$ cat src/rtl/uug_pkg.sv
package uug_pkg;
  // ---------------------------------------------------------------
  // Register offsets
  // ---------------------------------------------------------------
  localparam logic [7:0] OFS_WIDE  = 8'h03;
  localparam logic [7:0] OFS_LAT   = 8'h04;
  localparam logic [7:0] OFS_NOTE  = 8'h06;
  localparam logic [7:0] OFS_FLOW  = 8'h08;
  localparam logic [7:0] OFS_RES   = 8'h09;
  localparam logic [7:0] OFS_PAUSE = 8'h0A;
  localparam logic [7:0] OFS_WRAP  = 8'h0B;
  localparam logic [7:0] OFS_FAULT = 8'h0C;
  localparam logic [7:0] OFS_BRK   = 8'h0D;
  localparam logic [7:0] OFS_TURN  = 8'h0E;
  localparam logic [7:0] OFS_FUNC  = 8'h0F;
  localparam logic [7:0] OFS_DIR   = 8'h10;
  localparam logic [7:0] OFS_MASK  = 8'h11;
  localparam logic [7:0] OFS_HIGH  = 8'h12;
  localparam logic [7:0] OFS_LOW   = 8'h13;
  localparam logic [7:0] OFS_LVL   = 8'h14;
  // ---------------------------------------------------------------
  // Writable bits and reset values
  // ---------------------------------------------------------------
  localparam logic [7:0] MASK_FLOW = 8'h0F;
  localparam logic [7:0] MASK_WRAP = 8'h04;
  localparam logic [7:0] MASK_TURN = 8'h0F;
  localparam logic [7:0] MASK_FUNC = 8'h0F;
  localparam logic [7:0] MASK_PIN  = 8'h3F;
  localparam logic [7:0] MASK_WIDE = 8'h03;
  localparam logic [7:0] MASK_LAT  = 8'h01;
  localparam logic [7:0] MASK_NOTE = 8'h7B;
  localparam logic [7:0] RST_REG   = 8'h00;
  // ---------------------------------------------------------------
  // Field positions
  // ---------------------------------------------------------------
  localparam int FLOW_HDX = 3;
  localparam int WRAP_EN  = 2;
  localparam int FLT_BRK  = 3;
  localparam int FLT_FRM  = 4;
  localparam int FLT_PAR  = 5;
  localparam int FLT_OVR  = 6;
  localparam int FLT_LIVE = 7;
  localparam int FUNC_POL = 3;
  localparam int WIDE_EN  = 0;
  localparam int PKT_63   = 1;
  localparam int LAT_EN   = 0;
  // ---------------------------------------------------------------
  // Counts and limits
  // ---------------------------------------------------------------
  localparam logic [9:0]  PKT_FULL      = 10'h040;
  localparam logic [9:0]  PKT_CDC       = 10'h03F;
  localparam logic [23:0] BAUD_LL_LIMIT = 24'h00B749;
  localparam logic [5:0]  GEN_ALL       = 6'h3F;
  localparam logic [5:0]  GEN_RTSCTS    = 6'h0F;
  localparam logic [5:0]  GEN_DTRDSR    = 6'h33;
  localparam logic [5:0]  GEN_485       = 6'h1F;
  // ---------------------------------------------------------------
  // Types
  // ---------------------------------------------------------------
  typedef enum logic [2:0] {
    FM_NONE = 3'b000, FM_HW = 3'b001, FM_SW = 3'b010,
    FM_MD_RX = 3'b011, FM_MD_ALL = 3'b100
  } uug_flow_t;
  typedef enum logic [2:0] {
    PM_GPIO = 3'b000, PM_RTSCTS = 3'b001, PM_DTRDSR = 3'b010,
    PM_485 = 3'b011, PM_485_ADDR = 3'b100
  } uug_pin_t;
  typedef enum logic [1:0] {
    DS_IDLE = 2'b00, DS_SEND = 2'b01, DS_HANG = 2'b10
  } uug_dir_st_t;
  typedef struct packed {
    logic       wr;
    logic       rd;
    logic [7:0] addr;
    logic [7:0] wdata;
  } uug_reg_req_t;
  typedef struct packed {
    logic       valid;
    logic       addr_flag;
    logic [7:0] data;
    logic       frame_err;
    logic       parity_err;
  } uug_rx_ev_t;
endpackage

$ cat src/rtl/uug_ctrl.sv
// Strobed register access was decided locally.
`timescale 1ns/100ps
// Summary of operation
// - Half-duplex bit set: receive line ignored while transmitter is busy.
// - Software mode: pause character stops sending, resume character restarts it.
// - Multidrop modes use both character registers as address match values.
// - Wrap bit 2 feeds the transmit output back into the receiver.
// - Fault bit 3 latches on break, cleared by reading the fault register.
// - Fault bit 4 latches on missing stop bit, cleared by read.
// - Fault bit 5 latches on parity failure, cleared by read.
// - Fault bit 6 latches on byte arriving with receive FIFO full.
// - Fault bit 7 shows live break state, not latched.
// - Non-zero break register holds line low after current character finishes.
// - Direction output released after turnaround bit times once sending ends.
// - Pin function field maps pins to handshake or RS-485 direction use.
// - Function 100 asserts direction only after a multidrop address match.
// - Function bit 3 sets direction polarity during transmission.
// - Direction bits steer general pins only; function pins not reported.
// - Unmasked input pin change raises a notify pulse; masked ones do not.
// - Drive-high writes set outputs, drive-low writes clear; zeros ignored.
// - Level register returns present level of general pins.
// - Wide bit 0, packet size bit 1; class command sets bit 1.
// - Low latency set automatically below 46921 bps; host may set it.
// - Forward at 64 bytes (63 with packet size bit set) or idle timeout, or any data when low latency.
// - Notify enable bits place pin levels in upper notify byte.
// - Flow field selects none, hardware, software or one of two multidrop modes.
module uug_ctrl
  import uug_pkg::*;
(
  input  wire logic        core_clk,
  input  wire logic        resetn,
  input  uug_reg_req_t     reg_req,
  output logic [7:0]       reg_rdata,
  input  wire logic        rx_pin,
  input  wire logic        tx_shift,
  input  wire logic        tx_busy,
  input  wire logic        bit_tick,
  input  uug_rx_ev_t       rx_ev,
  input  wire logic        rx_fifo_full,
  input  wire logic        rx_near_full,
  input  wire logic        rx_break_live,
  input  wire logic [9:0]  rx_fifo_count,
  input  wire logic        idle_timeout,
  input  wire logic        bulk_in_req,
  input  wire logic        cdc_cmd,
  input  wire logic        baud_load,
  input  wire logic [23:0] baud_rate,
  input  wire logic [5:0]  general_pin_in,
  output logic [5:0]       general_pin_out,
  output logic [5:0]       general_pin_oe,
  output logic             line_direction_out,
  output logic             rx_line,
  output logic             tx_line,
  output logic             rx_keep,
  output logic             tx_hold,
  output logic             wide_mode,
  output logic             bulk_packet_size_select,
  output logic             forward_now,
  output logic             notify_pulse,
  output logic [7:0]       notify_hi
);
  // ---------------------------------------------------------------
  // Register decode
  // ---------------------------------------------------------------
  function automatic logic hit(input logic [7:0] a, input logic [7:0] o);
    return a == o;
  endfunction

  logic [7:0] flow_r, res_r, pause_r, wrap_r, brk_r, turn_r, func_r;
  logic [7:0] wide_r, lat_r, note_r;
  logic [5:0] dir_r, mask_r, pin_drv_r, prev_in_r;
  logic [3:0] flt_r;
  logic       brk_prev_r, paused_r, match_r, brk_act_r;
  logic [3:0] cnt_r;
  logic [7:0] rdata_r, notify_hi_r;
  logic [5:0] gp_out_r, gp_oe_r;
  logic       dir_out_r, rx_line_r, tx_line_r, rx_keep_r, tx_hold_r;
  logic       fwd_r, note_pulse_r;
  uug_dir_st_t dir_st_r, dir_st_nxt;

  wire logic [7:0] wd      = reg_req.wdata;
  wire logic       wr_flow = reg_req.wr & hit(reg_req.addr, OFS_FLOW);
  wire logic       wr_high = reg_req.wr & hit(reg_req.addr, OFS_HIGH);
  wire logic       wr_low  = reg_req.wr & hit(reg_req.addr, OFS_LOW);
  wire logic       wr_wide = reg_req.wr & hit(reg_req.addr, OFS_WIDE);
  wire logic       wr_lat  = reg_req.wr & hit(reg_req.addr, OFS_LAT);
  wire logic       rd_flt  = reg_req.rd & hit(reg_req.addr, OFS_FAULT);

  // ---------------------------------------------------------------
  // Mode decode
  // ---------------------------------------------------------------
  wire uug_flow_t fmode = uug_flow_t'(flow_r[2:0]);
  wire uug_pin_t  pmode = uug_pin_t'(func_r[2:0]);
  wire logic hdx   = flow_r[FLOW_HDX];
  wire logic md    = (fmode == FM_MD_RX) | (fmode == FM_MD_ALL);
  wire logic swfc  = fmode == FM_SW;
  wire logic hwfc  = fmode == FM_HW;
  wire logic p485  = (pmode == PM_485) | (pmode == PM_485_ADDR);
  // Function pins are taken away from software direction, drive, level and change notify
  wire logic [5:0] gen = (pmode == PM_RTSCTS) ? GEN_RTSCTS :
                         (pmode == PM_DTRDSR) ? GEN_DTRDSR :
                         p485 ? GEN_485 : GEN_ALL;

  // ---------------------------------------------------------------
  // Configuration registers
  // ---------------------------------------------------------------
  always_ff @(posedge core_clk or negedge resetn) begin
    if (!resetn) begin
      flow_r  <= RST_REG;
      res_r   <= RST_REG;
      pause_r <= RST_REG;
      wrap_r  <= RST_REG;
      brk_r   <= RST_REG;
      turn_r  <= RST_REG;
      func_r  <= RST_REG;
      note_r  <= RST_REG;
      dir_r   <= 6'h00;
      mask_r  <= 6'h00;
    end else if (reg_req.wr) begin
      if (wr_flow) flow_r <= wd & MASK_FLOW;
      if (hit(reg_req.addr, OFS_RES)) res_r <= wd;
      if (hit(reg_req.addr, OFS_PAUSE)) pause_r <= wd;
      if (hit(reg_req.addr, OFS_WRAP)) wrap_r <= wd & MASK_WRAP;
      if (hit(reg_req.addr, OFS_BRK)) brk_r <= wd;
      if (hit(reg_req.addr, OFS_TURN)) turn_r <= wd & MASK_TURN;
      if (hit(reg_req.addr, OFS_FUNC)) func_r <= wd & MASK_FUNC;
      if (hit(reg_req.addr, OFS_NOTE)) note_r <= wd & MASK_NOTE;
      if (hit(reg_req.addr, OFS_DIR)) dir_r <= wd[5:0];
      if (hit(reg_req.addr, OFS_MASK)) mask_r <= wd[5:0];
    end
  end

  // Hardware sets win over a software write in the same cycle
  wire logic [7:0] wide_nxt = (wr_wide ? (wd & MASK_WIDE) : wide_r)
                              | {6'h00, cdc_cmd, 1'b0};
  wire logic ll_auto = baud_load & (baud_rate < BAUD_LL_LIMIT);
  wire logic [7:0] lat_nxt  = (wr_lat ? (wd & MASK_LAT) : lat_r)
                              | {7'h00, ll_auto};

  always_ff @(posedge core_clk or negedge resetn) begin
    if (!resetn) begin
      wide_r <= RST_REG;
      lat_r  <= RST_REG;
    end else begin
      wide_r <= wide_nxt;
      lat_r  <= lat_nxt;
    end
  end

  // ---------------------------------------------------------------
  // Line faults
  // ---------------------------------------------------------------
  wire logic brk_rise = rx_break_live & ~brk_prev_r;
  wire logic [3:0] flt_set = {rx_ev.valid & rx_fifo_full,
                              rx_ev.valid & rx_ev.parity_err,
                              rx_ev.valid & rx_ev.frame_err,
                              brk_rise};
  // Read clears, but an event in the read cycle survives it
  wire logic [3:0] flt_nxt = (flt_r & {4{~rd_flt}}) | flt_set;

  always_ff @(posedge core_clk or negedge resetn) begin
    if (!resetn) begin
      flt_r      <= 4'h0;
      brk_prev_r <= 1'b0;
    end else begin
      flt_r      <= flt_nxt;
      brk_prev_r <= rx_break_live;
    end
  end

  // ---------------------------------------------------------------
  // Flow control and address match
  // ---------------------------------------------------------------
  wire logic is_res   = rx_ev.data == res_r;
  wire logic is_pause = rx_ev.data == pause_r;
  wire logic paused_nxt = ~swfc ? 1'b0 :
                          (rx_ev.valid & is_pause) ? 1'b1 :
                          (rx_ev.valid & is_res) ? 1'b0 : paused_r;
  // Either character register counts as this node's address
  wire logic match_nxt = ~md ? 1'b0 :
                         (rx_ev.valid & rx_ev.addr_flag) ? (is_res | is_pause) :
                         match_r;
  wire logic hw_stop = hwfc & (((pmode == PM_RTSCTS) & general_pin_in[4]) |
                               ((pmode == PM_DTRDSR) & general_pin_in[2]));
  wire logic keep_nxt = rx_ev.valid &
                        (~md | (match_r & ~rx_ev.addr_flag));
  wire logic hold_nxt = paused_r | hw_stop | (brk_r != 8'h00) |
                        ((fmode == FM_MD_ALL) & ~match_r);

  always_ff @(posedge core_clk or negedge resetn) begin
    if (!resetn) begin
      paused_r  <= 1'b0;
      match_r   <= 1'b0;
      rx_keep_r <= 1'b0;
      tx_hold_r <= 1'b0;
    end else begin
      paused_r  <= paused_nxt;
      match_r   <= match_nxt;
      rx_keep_r <= keep_nxt;
      tx_hold_r <= hold_nxt;
    end
  end

  // ---------------------------------------------------------------
  // Break, wrap and half-duplex blanking
  // ---------------------------------------------------------------
  // Break waits until the transmitter has seen the hold, so no byte is cut short
  wire logic brk_act_nxt = (brk_r == 8'h00) ? 1'b0 :
                           (~tx_busy & tx_hold_r) ? 1'b1 : brk_act_r;
  wire logic tx_line_nxt = brk_act_r ? 1'b0 : tx_shift;
  wire logic rx_line_nxt = (hdx & tx_busy) ? 1'b1 :
                           wrap_r[WRAP_EN] ? tx_line_r : rx_pin;

  always_ff @(posedge core_clk or negedge resetn) begin
    if (!resetn) begin
      brk_act_r <= 1'b0;
      tx_line_r <= 1'b1;
      rx_line_r <= 1'b1;
    end else begin
      brk_act_r <= brk_act_nxt;
      tx_line_r <= tx_line_nxt;
      rx_line_r <= rx_line_nxt;
    end
  end

  // ---------------------------------------------------------------
  // RS-485 direction
  // ---------------------------------------------------------------
  wire logic en485 = (pmode == PM_485) |
                     ((pmode == PM_485_ADDR) & match_r);
  wire logic [3:0] cnt_inc = 4'(cnt_r + 4'h1);

  always_comb begin
    dir_st_nxt = dir_st_r;
    unique case (dir_st_r)
      DS_IDLE: if (en485 & tx_busy) dir_st_nxt = DS_SEND;
      DS_SEND: begin
        if (!tx_busy) dir_st_nxt = (turn_r[3:0] == 4'h0) ? DS_IDLE : DS_HANG;
      end
      DS_HANG: begin
        if (tx_busy) dir_st_nxt = DS_SEND;
        else if (bit_tick && cnt_inc == turn_r[3:0]) dir_st_nxt = DS_IDLE;
      end
      default: dir_st_nxt = DS_IDLE;
    endcase
  end

  always_ff @(posedge core_clk or negedge resetn) begin
    if (!resetn) begin
      dir_st_r <= DS_IDLE;
      cnt_r    <= 4'h0;
    end else begin
      dir_st_r <= p485 ? dir_st_nxt : DS_IDLE;
      cnt_r    <= (dir_st_r == DS_HANG && !tx_busy) ?
                  (bit_tick ? cnt_inc : cnt_r) : 4'h0;
    end
  end

  wire logic dir_act = dir_st_r != DS_IDLE;
  wire logic dir_nxt = func_r[FUNC_POL] ? dir_act : ~dir_act;

  // ---------------------------------------------------------------
  // General pins
  // ---------------------------------------------------------------
  wire logic [5:0] drv_nxt = (pin_drv_r | (wr_high ? wd[5:0] : 6'h00)) &
                             ~(wr_low ? wd[5:0] : 6'h00);
  wire logic [5:0] fn_oe  = (pmode == PM_DTRDSR) ? 6'h08 :
                            (pmode == PM_GPIO) ? 6'h00 : 6'h20;
  wire logic [5:0] fn_out = (pmode == PM_DTRDSR) ? {2'b00, rx_near_full, 3'b000} :
                            (pmode == PM_RTSCTS) ? {rx_near_full, 5'h00} :
                            p485 ? {dir_nxt, 5'h00} : 6'h00;
  wire logic [5:0] oe_nxt  = (dir_r & gen) | fn_oe;
  wire logic [5:0] out_nxt = (pin_drv_r & gen) | fn_out;
  wire logic [5:0] chg = (general_pin_in ^ prev_in_r) & mask_r &
                         ~dir_r & gen;
  wire logic [5:0] gi = general_pin_in;
  wire logic [7:0] hi_nxt = {1'b0, gi[5] & note_r[6], gi[4] & note_r[5],
                             gi[3] & note_r[4], gi[0] & note_r[3], 1'b0,
                             gi[2] & note_r[1], gi[1] & note_r[0]};

  always_ff @(posedge core_clk or negedge resetn) begin
    if (!resetn) begin
      pin_drv_r    <= 6'h00;
      prev_in_r    <= 6'h00;
      gp_out_r     <= 6'h00;
      gp_oe_r      <= 6'h00;
      dir_out_r    <= 1'b1;
      note_pulse_r <= 1'b0;
      notify_hi_r  <= 8'h00;
    end else begin
      pin_drv_r    <= drv_nxt;
      prev_in_r    <= general_pin_in;
      gp_out_r     <= out_nxt;
      gp_oe_r      <= oe_nxt;
      dir_out_r    <= dir_nxt;
      note_pulse_r <= chg != 6'h00;
      notify_hi_r  <= hi_nxt;
    end
  end

  // ---------------------------------------------------------------
  // Receive forwarding
  // ---------------------------------------------------------------
  wire logic [9:0] pkt = wide_r[PKT_63] ? PKT_CDC : PKT_FULL;
  wire logic fwd_nxt = bulk_in_req & (lat_r[LAT_EN] ? (rx_fifo_count != 10'h000) :
                       ((rx_fifo_count >= pkt) | idle_timeout));

  // ---------------------------------------------------------------
  // Read data
  // ---------------------------------------------------------------
  wire logic [7:0] a = reg_req.addr;
  wire logic [7:0] rd_mux =
    hit(a, OFS_WIDE)  ? wide_r :
    hit(a, OFS_LAT)   ? lat_r :
    hit(a, OFS_NOTE)  ? note_r :
    hit(a, OFS_FLOW)  ? flow_r :
    hit(a, OFS_RES)   ? res_r :
    hit(a, OFS_PAUSE) ? pause_r :
    hit(a, OFS_WRAP)  ? wrap_r :
    hit(a, OFS_FAULT) ? {rx_break_live, flt_r, 3'b000} :
    hit(a, OFS_BRK)   ? brk_r :
    hit(a, OFS_TURN)  ? turn_r :
    hit(a, OFS_FUNC)  ? func_r :
    hit(a, OFS_DIR)   ? {2'b00, dir_r & gen} :
    hit(a, OFS_MASK)  ? {2'b00, mask_r} :
    hit(a, OFS_LVL)   ? {2'b00, general_pin_in & gen} : 8'h00;

  always_ff @(posedge core_clk or negedge resetn) begin
    if (!resetn) begin
      rdata_r <= 8'h00;
      fwd_r   <= 1'b0;
    end else begin
      rdata_r <= reg_req.rd ? rd_mux : 8'h00;
      fwd_r   <= fwd_nxt;
    end
  end

  assign reg_rdata               = rdata_r;
  assign general_pin_out         = gp_out_r;
  assign general_pin_oe          = gp_oe_r;
  assign line_direction_out      = dir_out_r;
  assign rx_line                 = rx_line_r;
  assign tx_line                 = tx_line_r;
  assign rx_keep                 = rx_keep_r;
  assign tx_hold                 = tx_hold_r;
  assign wide_mode               = wide_r[WIDE_EN];
  assign bulk_packet_size_select = wide_r[PKT_63];
  assign forward_now             = fwd_r;
  assign notify_pulse            = note_pulse_r;
  assign notify_hi               = notify_hi_r;
endmodule // uug_ctrl

$ cat config.mk
export PLATFORM = sky130hd
export DESIGN_NAME = uug_ctrl
export DESIGN_NICKNAME = d
export VERILOG_FILES = /design/src/rtl/uug_pkg.sv /design/src/rtl/uug_ctrl.sv
export SDC_FILE = /design/constraint.sdc
export NUM_CORES = 1
export LEC_CHECK = 0
export BUFFER_PORTS_ARGS = -buffer_cell sky130_fd_sc_hd__buf_2
export CAP_MARGIN = 10
export CORE_ASPECT_RATIO = 1.5
export CORE_MARGIN = 2
export CORE_UTILIZATION = 55
export CTS_CLUSTER_SIZE = 10
export DETAILED_ROUTE_END_ITERATION = 7
export GPL_ROUTABILITY_DRIVEN = 1
export HOLD_SLACK_MARGIN = 0.08
export PLACE_DENSITY_LB_ADDON = 0.3
export SETUP_SLACK_MARGIN = 0.4
export SYNTH_ARGS = -nofsm -noshare
export SYNTH_HDL_FRONTEND = slang
export SYNTH_SLANG_ARGS = --single-unit
$ cat constraint.sdc
create_clock -name core_clk -period 1.9 [get_ports core_clk]
set_input_delay 0 -clock core_clk [delete_from_list [all_inputs] [get_ports core_clk]]
set_output_delay 0 -clock core_clk [all_outputs]
set_load 0.02 [all_outputs]
# Word-level counts from Yosys, hierarchy flattened
# Cells that the tools add are included.
# word_totals
ram_bits	0
romBits	0
mem_count	0
latch_bits	0
in_bits	83
reg_bits	130
output_inout_bits	37
# classes
n_eq_ne	35
shifts	0
magnitude_cmp	2
add_sub_neg	1
muxes	49
bitwise	65
reduce_logical	23
mul	0
div_mod_pow	0
# ops
operator	count
$mux 8	12
$mux 6	15
$eq 8x4->1 const B	8
$and 6x6->6	7
$eq 8x5->1 const B	5
$and 1x1->1	31
$lt 24x16->1 const B	1
$reduce_and 2->1	10
$or 6x6->6	3
$eq 8x3->1 const B	2
$eq 8x8->1	2
$eq 3x2->1 const B	4
$mux 1	12
$mux 2	6
$not 6->6	2
$ge 10x7->1	1
$or 1x1->1	10
$reduce_bool 10->1	1
$eq 8x2->1 const B	1
$logic_not 8->1	1
$mux 4	2
$or 8x1->8	1
$or 8x2->8	1
$reduce_bool 8->1	1
other kinds (25)	36

# Depth between registers and ports, before layout
# depth
word_depth	21
depth_mapped	8
ltp_nobuf	7

# Least setup slack after synthesis
# Ideal clock, no wire load.
# synth_timing
path_type	flip-flop to flip-flop
startpoint	register wide_r[1]
endpoint	register fwd_r (netlist: forward_now)
stages_incl_launch_ff	5
setup_slack_ns	0.282
t_arrival_ns	1.491
path_buffers	0
period_less_slack_ns	1.618
path_cell_list	dfrtp_1 -> ha_1 -> or4_1 -> a211oi_1 -> a21oi_1
# synth_via
elab_chain_len	5
# synth_rtl
element	line	text
start: declaration	uug_ctrl.sv:70	logic [7:0] wide_r, lat_r, note_r;
start signal: assignment	uug_ctrl.sv:145	wide_r <= wide_nxt;
$mux 7	uug_ctrl.sv:304	wire logic [9:0] pkt = wide_r[PKT_63] ? PKT_CDC : PKT_FULL;
$ge 10x7->1	uug_ctrl.sv:306	((rx_fifo_count >= pkt) | idle_timeout));
$or 1x1->1	uug_ctrl.sv:306	
$mux 1	uug_ctrl.sv:305	wire logic fwd_nxt = bulk_in_req & (lat_r[LAT_EN] ? (rx_fifo_count != 10'h000) :
$and 1x1->1	uug_ctrl.sv:305	
net fwd_nxt	uug_ctrl.sv:305	
end signal: assignment	uug_ctrl.sv:334	fwd_r <= fwd_nxt;
end: declaration	uug_ctrl.sv:78	logic fwd_r, note_pulse_r;
# The timed path passes the listed nets, and every way through them passes these cells.
# A chain may end at the register's enable or synchronous reset.

# Worst setup path in the final report
# layout_timing
startpoint	register func_r[0]
endpoint	register note_pulse_r (netlist: notify_pulse)
# layout_via
elab_chain_len	7
elab_cells_between_ends	10
# layout_rtl
element	line	text
start: declaration	uug_ctrl.sv:69	logic [7:0] flow_r, res_r, pause_r, wrap_r, brk_r, turn_r, func_r;
start signal: assignment	uug_ctrl.sv:126	if (hit(reg_req.addr, OFS_FUNC)) func_r <= wd & MASK_FUNC;
$eq 3x2->1 / $eq 3x3->1 (equally long branches)	uug_ctrl.sv:98	wire logic p485 = (pmode == PM_485) | (pmode == PM_485_ADDR);
$or 1x1->1	uug_ctrl.sv:98	
$mux 6	uug_ctrl.sv:102	p485 ? GEN_485 : GEN_ALL;
$mux 6	uug_ctrl.sv:101	(pmode == PM_DTRDSR) ? GEN_DTRDSR :
$mux 6 (*)	uug_ctrl.sv:100	wire logic [5:0] gen = (pmode == PM_RTSCTS) ? GEN_RTSCTS :
$and 6x6->6 (*)	uug_ctrl.sv:275	~dir_r & gen;
$reduce_bool 6->1 (*)	uug_ctrl.sv:296	note_pulse_r <= chg != 6'h00;
end signal: assignment	uug_ctrl.sv:288	note_pulse_r <= 1'b0;
end signal: assignment	uug_ctrl.sv:296	
end: declaration	uug_ctrl.sv:78	
# Mark *: on every way between the ends. The rest lies on a longest branch, timed or not.

==> reports/metrics.cfg <==
[synthesis]
ys_ff_latch=117
synth_cell_types=67
synth_largest_area_cell=dfrtp_1
async_flop_share_pct=100.0
synth_top_family_by_area=simple AND/OR/NAND/NOR gates
syn_area_um2=6032
ys.flop_type=dfrtp_1
syn_inst=553
avgSynthCellArea_um2=10.91
synthSimpleGateAreaFrac_pct=14.93
synth_compound_area_share_pct=13.90
ys_warn_count=0
synth_mux_area_share_pct=12.67
synthXorXnorAreaFrac_pct=4.646
synth_area_leaders=dfrtp_1 47%, mux2_2 11%, a21oi_1 3.2%
ys_seq_area_share_pct=48.60
synth.top_cell.area_share_pct=47.29
synth-edff-count=0
synth_adder_area_share_pct=1.659

[cells_and_area]
design_area_um2=8381
final_cell_mix=116 x buf_2, 109 x dfrtp_1, 59 x mux2_2
layout_commonest_cell=buf_2
area_growth_pct=38.93
diodes=0
drive_above_1_share_pct=40.18
final_core_util_pct=78.71
num-nets-final=852

[floorplanning]
fp.dieH_um=132.3
initial_core_util_pct=56.65
dieWidth_um=89.51
die_area_um2=11840
coreArea_um2=10650
std_cell_rows=46
boundaryPins=120

[detailed_routing]
drc_errors=0
vias_per_cell=6.027
avgRoutedWirePerCell_um=21.63
drt-pass1-iter-count=4
first_iter_violations=377
totalWireLength_um=19850
via_count=5533
detail-route-antenna-nets=0

[clock_tree]
path_clk_slew_ns=0.05
clk_path_buf_depth=2
cts.sinks=117
tritoncts=built
root_buffer=clkbuf_16
cts_inserted_buffers=17
clock_latency_ns=0.41
ctsHtreeMaxLevel=4

[placement]
place_ws_ns=0.02861
port_buffers=117
placed_area_um2=6948
dpl.hpwl_um=13610
routabilityCongestion=0.9975

[grt]
met2_usage_pct=58.77
grt.total_usage_pct=34.44
grt_max_degree=75
grt_pass1_wl_um=30370
antenna_found_initial=0
grt_util_met1_pct=38.08
grt.overflow.total=0
grt.busiest_layer=met2
grtUsageMet3_pct=8.328
first_global_vias=5816

[power_and_ir_drop]
p_int_uw=5340
pwr_density_cell_nw_per_um2=839.4
p_total_uw=7035
sw_frac_of_total_pct=24.09
p_leak_uw=0.004037
comb_power_share_pct=12.4
power_switching_uw=1695
ir_worst_vdd_v=0.0006291
power_frac_seq_pct=38.6
clockPowerShare_pct=49.0

[sta]
period_minus_slack_ns=1.661
rsz0062_at_grt=true
slew_headroom_pct=65.56
clock_skew_ns=0.006032
finalCritPeriodShare_pct=87.43
final-max-slew-violation-count=0
setup_viol_count_final=0
fmax_ghz=0.6020
tightest_slew_ns=0.5153
hold_viol_final=0
hold_slack_ns=0.07502
timing.final.ws_setup_ns=0.2388

[worst_setup_path]
start_kind=register
path_max_fanout=6
reg2reg_depth=5
endpoint_kind=register
critPathRequiredTime_ns=2.17
crit_type=reg -> reg
crit_arrival_ns=1.93

[job]
maxCapViolCount=0

[status]
status=finished, final reports clean

[min_path]
hold_class=in -> async

## sequential cells by signal (all words and copies together), names as in the netlist, 8 cells and up
name	cells
pause_r	8
brk_r	8
reg_rdata	8
res_r	8
## per-layer routing
metal / wire length, um / part of all wire, %
met1: 7278 / 37
met3: 1001 / 5.0
met2: 10520 / 53
met5: 0 / 0
met4: 1051 / 5.3
## metrics by stage
| stage | cells | TNS, ns |
|---|---|---|
| finish | 918 | 0 |
| global route | 918 | 0 |
| CTS | 913 | 0 |
| detailed placement | 825 | 0 |
| global placement | 825 | -0.1094 |
| floorplan | 554 | 0 |
## cell families (layout without fill, tap and decap cells)
kind of cell,after synthesis,count (layout)
simple gates,159,159
compound gates,124,124
flops,117,117
mux,69,69
buf+inv,43,263
xor+xnor,32,32
fa+ha+maj,8,8
other cells,1,2
## power by group through the flow
stage / combinational (uW) / sequential (uW) / clock (uW)
2_1_floorplan: 343 / 2770 / 0
3_3_place_gp: 711 / 2740 / 0
3_5_place_dp: 733 / 2750 / 0
4_1_cts: 839 / 2710 / 3460
5_1_grt: 937 / 2720 / 3570
6_report: 872 / 2710 / 3450
## final cells by class
cell class              instances  area [um2]
inverters                      16       62.56
repair buffers                215        1464
clock buffers                  24       491.7
multi-input cells             394        3098
flip-flops and latches        117        2938
clock inverters                 8       146.4
well taps                     144       180.2
fillers                       674        2267
## cells in the mapped netlist (all sizes together) (11+ instances only)
master	number
a21oi	39
and2	11
clkbuf	20
dfrtp	114
inv	16
mux2	59
nand2	22
nand3	14
nand4	11
nor2	31
nor2b	14
o21ai	17
xnor2	13
xor2	19
## worst max-delay path, cell delays in order, from the launching register on
cell and delay (ns):
dfrtp_2 0.41, buf_4 0.13, nor2b_1 0.27, a22oi_1 0.14, o21ai_0 0.41, nand4_1 0.15
## path summary, 6_finish.rpt
path / start / endpoint / slack, ns
max: func_r[0] / notify_pulse / 0.24
min: resetn / notify_pulse / 0.08
max reg2reg: func_r[0] / notify_pulse / 0.24
min reg2reg: pin_drv_r[1] / general_pin_out[1] / 0.38
max in group asynchronous: resetn / rx_line / 1.06
min in group core_clk: rx_fifo_count[9] / forward_now / 0.13
## repair_timing
item | CTS | global route
hold buffers | 47 | 0
setup buffers | 9 | 5
endpoints found under the setup margin | 11 | 15
pin swaps | 15 | 19
hold endpoints to repair | 181 | 0
resized for setup | 31 | 23
Note: power is estimated with default switching activity, not from simulation.
